$ cat src/design/bus_buffer_consts.svh
// constants for the board bus buffer and wait-state control block
// assumes a 100 MHz mclk and a phase generator local to this block
`ifndef BUS_BUFFER_CONSTS_SVH
`define BUS_BUFFER_CONSTS_SVH

// processor clock period and one wait state, in ns
`define PROC_CLK_NS        333
`define WAIT_STATE_NS      333
`define MCLK_NS            10
// mclk cycles per processor clock phase: four phases per processor clock
`define PHASE_CYCLES       ((`PROC_CLK_NS / 4) / `MCLK_NS)
`define PHASE_CNT_W        4
`define PHASE_CNT_RST      4'h0
// memory windows at 3 MHz, in ns
`define READ_ACCESS_NS     490
`define WRITE_CAPTURE_NS   600
// on-board bit-I/O space: upper four address bits equal to this value
`define IO_ONBOARD_UPPER   4'h0

`endif

$ cat src/design/bus_buffer_pkg.sv
// types for the board bus buffer and wait-state control block
// assumes the consts header is included by phase_gen and bus_buffer_ctrl
`default_nettype none
package bus_buffer_pkg;

  typedef enum logic [3:0] {
    PH1 = 4'h1,
    PH2 = 4'h2,
    PH3 = 4'h4,
    PH4 = 4'h8
  } phase_type;

  typedef enum logic [3:0] {
    CYC_IDLE  = 4'h1,
    CYC_SAMPLE = 4'h2,
    CYC_WAIT  = 4'h4,
    CYC_FINAL = 4'h8
  } cycle_type;

endpackage : bus_buffer_pkg
`default_nettype wire

$ cat src/design/phase_if.sv
// carries the processor clock phase strobes between the phase generator and the top
// assumes one mclk domain
`timescale 1ns/1ps
`default_nettype none
interface phase_if;
  logic ph1_lead;
  logic ph3_lead;
  logic [3:0] phase;
  modport gen  (output ph1_lead, output ph3_lead, output phase);
  modport user (input ph1_lead, input ph3_lead, input phase);
endinterface : phase_if
`default_nettype wire

$ cat src/design/phase_gen.sv
// four-phase processor clock generator derived from mclk
// assumes synchronous active-low reset
`timescale 1ns/1ps
`default_nettype none
`include "bus_buffer_consts.svh"
module phase_gen
  import bus_buffer_pkg::*;
(
  input  wire logic mclk,
  input  wire logic rst_n,
  phase_if.gen      ph
);
  typedef struct packed {
    logic [`PHASE_CNT_W-1:0] cnt;
    phase_type               phase;
  } state_type;

  state_type st_reg;
  state_type st_next;

  always_comb begin
    st_next = st_reg;
    if (st_reg.cnt == `PHASE_CNT_W'(`PHASE_CYCLES - 1)) begin
      st_next.cnt = `PHASE_CNT_RST;
      case (st_reg.phase)
        PH1:     st_next.phase = PH2;
        PH2:     st_next.phase = PH3;
        PH3:     st_next.phase = PH4;
        PH4:     st_next.phase = PH1;
        default: st_next.phase = PH1;
      endcase
    end else begin
      st_next.cnt = st_reg.cnt + `PHASE_CNT_W'(1);
    end
  end

  always_ff @(posedge mclk) begin
    if (!rst_n) begin
      st_reg <= '{cnt: `PHASE_CNT_RST, phase: PH4};
    end else begin
      st_reg <= st_next;
    end
  end

  // leading edge: first mclk cycle of a phase
  assign ph.ph1_lead = (st_reg.phase == PH1) && (st_reg.cnt == `PHASE_CNT_RST);
  assign ph.ph3_lead = (st_reg.phase == PH3) && (st_reg.cnt == `PHASE_CNT_RST);
  assign ph.phase    = st_reg.phase;
endmodule : phase_gen
`default_nettype wire

$ cat src/design/bus_buffer_ctrl.sv
// memory cycle wait-state control, cycle delimiter and bus buffer steering
// assumes all inputs synchronous to mclk; phases made locally from mclk
`timescale 1ns/1ps
`default_nettype none
`include "bus_buffer_consts.svh"

// How it works
// - ready sampled on phase one after strobe
// - read data captured next phase-one edge
// - write done at next phase-one edge
// - ready low: wait state, acknowledge high
// - ready high: drop acknowledge, resume
// - each wait holds lines one period
// - one more clock after ready high
// - jumper loops acknowledge into ready
// - acknowledge low at each cycle start
// - delimiter per cycle, phase three on
// - grant low, offboard mem: inverse of read
// - grant low, onboard mem: drive off
// - grant high, offboard mem: drive on
// - grant high, onboard: follow read
// - address buffers reverse under grant
// - onboard-sourced signals always driven out
// - bit-io buffers off for onboard io
// - memory strobes reverse under grant
// - grant only after cycle ends, lines floated
// - io select from upper address and strobe
module bus_buffer_ctrl
  import bus_buffer_pkg::*;
(
  input  wire logic        mclk,
  input  wire logic        rst_n,
  input  wire logic        mem_access_strobe_n,
  input  wire logic        read_strobe,
  input  wire logic        cycle_request,
  input  wire logic        mem_ready_in,
  input  wire logic        one_wait_jumper,
  input  wire logic        bus_request_n,
  input  wire logic        onboard_mem_select,
  input  wire logic [3:0]  addr_upper,
  input  wire logic [15:0] mem_data_in,
  output logic             wait_ack,
  output logic             cycle_delimiter_n,
  output logic             cycle_done,
  output logic [15:0]      read_data,
  output logic             read_data_valid,
  output logic             bus_grant,
  output logic             cpu_lines_float,
  output logic             data_dir_offboard,
  output logic             addr_dir_offboard,
  output logic             ctrl_dir_offboard,
  output logic             always_out_enable,
  output logic             internal_io_select,
  output logic             bit_io_buf_enable
);

  // ****************************************
  // phase strobes
  // ****************************************
  phase_if ph ();

  phase_gen u_phase (
    .mclk  (mclk),
    .rst_n (rst_n),
    .ph    (ph.gen)
  );

  // ****************************************
  // state
  // ****************************************
  typedef struct packed {
    cycle_type   cyc;
    logic        is_read;
    logic        wait_ack;
    logic        delim_n;
    logic        done;
    logic [15:0] rdata;
    logic        rvalid;
    logic        grant;
    logic        lines_float;
  } state_type;

  state_type st_reg;
  state_type st_next;

  logic ready_eff;

  // jumper fitted: acknowledge loops back as ready
  assign ready_eff = one_wait_jumper ? st_reg.wait_ack : mem_ready_in;

  always_comb begin
    st_next        = st_reg;
    st_next.done   = 1'b0;
    st_next.rvalid = 1'b0;
    case (st_reg.cyc)
      CYC_IDLE: begin
        // lines floated or granted: no new cycle until the request is withdrawn
        if (!st_reg.lines_float && cycle_request && !mem_access_strobe_n
            && ph.ph1_lead) begin
          st_next.cyc      = CYC_SAMPLE;
          st_next.is_read  = read_strobe;
          st_next.wait_ack = 1'b0;
        end
      end
      CYC_SAMPLE: begin
        if (ph.ph3_lead) begin
          st_next.delim_n = 1'b0;
        end
        // ready sampled on the next phase one
        if (ph.ph1_lead) begin
          if (ready_eff) begin
            st_next.cyc = CYC_FINAL;
          end else begin
            st_next.cyc      = CYC_WAIT;
            st_next.wait_ack = 1'b1;
          end
        end
      end
      CYC_WAIT: begin
        // no timeout: a slow memory may hold ready low indefinitely
        if (ph.ph1_lead && ready_eff) begin
          st_next.cyc      = CYC_FINAL;
          st_next.wait_ack = 1'b0;
        end
        // otherwise each pass holds lines one more period
      end
      CYC_FINAL: begin
        if (ph.ph1_lead) begin
          st_next.cyc     = CYC_IDLE;
          st_next.done    = 1'b1;
          st_next.delim_n = 1'b1;
          if (st_reg.is_read) begin
            st_next.rdata  = mem_data_in;
            st_next.rvalid = 1'b1;
          end
        end
      end
      default: begin
        st_next.cyc = CYC_IDLE;
      end
    endcase
    // grant changes only between cycles
    if (st_next.cyc == CYC_IDLE && st_reg.cyc == CYC_IDLE) begin
      st_next.lines_float = !bus_request_n;
      // grant one mclk cycle after the float, so the dma side never meets driven lines
      st_next.grant       = !bus_request_n && st_reg.lines_float;
    end
  end

  always_ff @(posedge mclk) begin
    if (!rst_n) begin
      st_reg <= '{cyc: CYC_IDLE, is_read: 1'b0, wait_ack: 1'b0, delim_n: 1'b1,
                  done: 1'b0, rdata: 16'h0000, rvalid: 1'b0, grant: 1'b0,
                  lines_float: 1'b0};
    end else begin
      st_reg <= st_next;
    end
  end

  // ****************************************
  // outputs
  // ****************************************
  assign wait_ack          = st_reg.wait_ack;
  assign cycle_delimiter_n = st_reg.delim_n;
  assign cycle_done        = st_reg.done;
  assign read_data         = st_reg.rdata;
  assign read_data_valid   = st_reg.rvalid;
  assign bus_grant         = st_reg.grant;
  assign cpu_lines_float   = st_reg.lines_float;

  // 1 = off-board, 0 = toward the board
  always_comb begin
    case ({st_reg.grant, onboard_mem_select})
      2'b00:   data_dir_offboard = !read_strobe;
      2'b01:   data_dir_offboard = 1'b1;
      2'b10:   data_dir_offboard = 1'b0;
      2'b11:   data_dir_offboard = read_strobe;
      default: data_dir_offboard = 1'b1;
    endcase
  end
  // no register in the path

  assign addr_dir_offboard = !st_reg.grant;
  assign ctrl_dir_offboard = !st_reg.grant;
  assign always_out_enable = 1'b1;

  // strobe high marks a bit-io access rather than memory
  assign internal_io_select = mem_access_strobe_n
                              && (addr_upper == `IO_ONBOARD_UPPER);
  assign bit_io_buf_enable  = !internal_io_select;

endmodule : bus_buffer_ctrl
`default_nettype wire

$ cat config.mk
export PLATFORM = sky130hd
export DESIGN_NAME = bus_buffer_ctrl
export DESIGN_NICKNAME = d
export VERILOG_FILES = /design/src/design/bus_buffer_pkg.sv /design/src/design/phase_if.sv /design/src/design/phase_gen.sv /design/src/design/bus_buffer_ctrl.sv
export VERILOG_INCLUDE_DIRS = /design/src /design/src/design
export SDC_FILE = /design/constraint.sdc
export NUM_CORES = 1
export LEC_CHECK = 0
export ABC_AREA = 1
export ABC_CLOCK_PERIOD_IN_PS = 1700
export BUFFER_PORTS_ARGS = -buffer_cell sky130_fd_sc_hd__buf_4
export CAP_MARGIN = 20
export CORE_MARGIN = 2
export CORE_UTILIZATION = 49
export DETAILED_ROUTE_END_ITERATION = 12
export GPL_ROUTABILITY_DRIVEN = 0
export GPL_TIMING_DRIVEN = 0
export PLACE_DENSITY = 0.86
export RECOVER_POWER = 25
export SLEW_MARGIN = 40
export SYNTH_ARGS = -nofsm -noshare
export SYNTH_HDL_FRONTEND = slang
export SYNTH_SLANG_ARGS = --single-unit
$ cat constraint.sdc
create_clock -name mclk -period 1.7 [get_ports mclk]
set_input_delay 0.085 -clock mclk [delete_from_list [all_inputs] [get_ports mclk]]
set_output_delay 0.085 -clock mclk [all_outputs]
set_load 0.02 [all_outputs]
==> metrics <==
most frequent cells in the layout=buf_4 (61), inv_1 (42), dfxtp_1 (35); Mapped Avg Cell Area=between 7 and 8 sq um; HPWL after DPL=roughly 2600 um; Tmin final=between 1.5 and 2 ns; root buf cell=clkbuf_4; hold path cells=3; H-Tree Depth=2; area growth from synthesis to layout=34.5%; Post-DRT Antenna Nets=0; synthesized net count=250; Reg2Reg Setup Slack=approximately 0.12 ns; Max-Cap Viols=0; ANT cells=0; placed insts=320; Initial Util=0.505; Seq/Total Area, Yosys=0.419; Core Region=approximately 3300 sq um; Hold Vio Cnt, Final=0; metal2 WL=1950 um; outcome=finished clean; clk buf depth=2; total track usage=0.203; WHS Endpoint=read_data[9]; Synth Instances=between 200 and 250; Vias=~1600; final total power=1.60 mW; delay-heaviest family, CP=simple AND/OR/NAND/NOR gates; met1 wire length=1490 um; CTS sink cnt=35; worst r2r src=u_phase.st_reg[4]; share of layout cells above drive strength 1=0.302; # DRC=0; Async SR Flop Fraction=0; Post-synth EDFFs=0; boundary pin count=57; post-layout util=0.678; Clock Latency Late Sink=around 0.34 ns; CTS tree=built; Row Count=21; Die Width=about 62 um; vias in the first global route=~1500; largest net degree at the start of global routing=12; largest fanout on the critical path=10; WL/cell=about 11 um; initial antenna violation count=0; CP Data Required Time=approximately 1.9 ns; metal3 WL=about 200 um; Die Footprint=about 3900 sq um; Post-Layout Cell Count=approximately 330; max reg flops=16; Netlist cell types=30; Setup crit end kind=register; Buffers on Ports=55; synth warn=0; FF-to-FF End=read_data[6]; Top FF cell, synth=dfxtp_1; Nets=about 320; final WL=3710 um; fmax=~630 MHz; height of the chip=62.4 um; worst path cell trace=inv_1, ha_2, nand3_2, nor2_4, inv_2, nor2_4, nand2_4, buf_6, o21ai_4, a21oi_2; # setup viols final=0; Post-Syn Area=1670 sq um; Hold WC Path Type=input pin to register; Yosys reg bits=35; clock skew=0.0123 ns; Leak Pwr=approximately 1.0 nW; CP Buf/Inv Count=3; final max-slew violation count=0; remaining global-route overflow=0; Final Cycle Share=0.932; DRT Pass-1 Iters=4; max layer used=met4; most common cell after layout, fill and taps aside=buf_4; CP max-delay cell=dfxtp_1; post-DR vias/cell=approximately 4.6; HP Start=mem_data_in[9]; DRT iter0 DRCs=59; worst vdd ir=around 470 uV; first-pass GRT wire length=between 6000 and 7000 um; most used cell, CP=nor2_4; CP Class=register to register; Data arrival, critical path=~1.8 ns; pwr dens=713 nW/um^2; Reg2Reg Depth=10; number of buffers created by CTS=5; largest stage delay on the critical path=about 0.33 ns; CP startpoint kind=register; clock slew at reported path FFs=~0.11 ns
==> tightest hold or removal path: cells and delay by family <==
kind	cells	cell delay (ns)
AO/OA/AOI/OAI	2	0.15
buffers and inverters	1	0.08
==> logic make-up (layout without fill, tap and decap cells) <==
logic type      Yosys count  count (layout)  share of synthesized area
compound gates           52              52                      0.180
fa+ha+maj                 2               2                     0.0150
buf+inv                  67             136                      0.204
flops                    35              35                      0.419
other cells               1               1                    0.00225
simple gates             62              62                      0.179
==> where the power goes <==
part           leakage, nW  switching [mW]  total [mW]  internal [mW]
Clock               0.0482           0.269       0.616          0.347
Combinational        0.685          0.0698       0.150         0.0799
Sequential           0.283         0.00690       0.835          0.828
==> cell usage after synthesis, drive strengths merged, types with 2 or more instances <==
cell     n  area (sq um)
nand3    6          35.0
clkbuf   2          7.51
nor3     6          30.0
dfxtp   35           701
inv     44           165
nor2    21          96.3
nand4    5          31.3
a21oi   24           131
a211oi   2          15.0
o21ai   22           121
buf     21           169
nand2   22          92.6
ha       2          25.0
==> cell type report <==
cell class / instances / area, sq um
flip-flops and latches: 35 / 701
multi-input cells: 117 / 638
clock buffers: 6 / 51.3
repair buffers: 61 / 422
plain buffers: 23 / 176
fillers: 305 / 1060
clock inverters: 2 / 35.0
inverters: 44 / 165
well taps: 46 / 57.6
==> per-stage QoR <==
stage	TNS (ns)	worst slack (ns)	hold slack [ns]	instance area, sq um
floorplan	0	0.253	0.223	1670
global placement	0	0.120	0.337	2140
detailed placement	0	0.0806	0.344	2140
CTS	0	0.0774	0.000623	2280
global route	-0.0132	-0.0105	0.0178	2250
finish	0	0.116	0.00753	2250
==> timing repair <==
action                                 CTS  global route
hold buffers                             5             0
setup endpoints to repair                0            13
endpoints found under the hold margin    5             0
buffers inserted                         0             1
resized for setup                        0             2
==> worst max path at each step <==
stage,startpoint,depth (start not counted),slack [ns],endpoint
2_1_floorplan,u_phase.st_reg[4],10,0.25,read_data[4]
3_3_place_gp,u_phase.st_reg[4],10,0.12,read_data[15]
3_5_place_dp,u_phase.st_reg[4],10,0.08,read_data[4]
4_1_cts,u_phase.st_reg[4],10,0.08,read_data[12]
5_1_grt,u_phase.st_reg[5],10,-0.01,read_data[5]
6_report,u_phase.st_reg[4],10,0.12,read_data[6]
==> routing by layer <==
metal  vias up  track usage
met4         0       0.0889
met3         8       0.0468
met2        43        0.374
li1        813            -
met5         -            0
met1       687        0.222
Power figures use the tool's default switching activity.
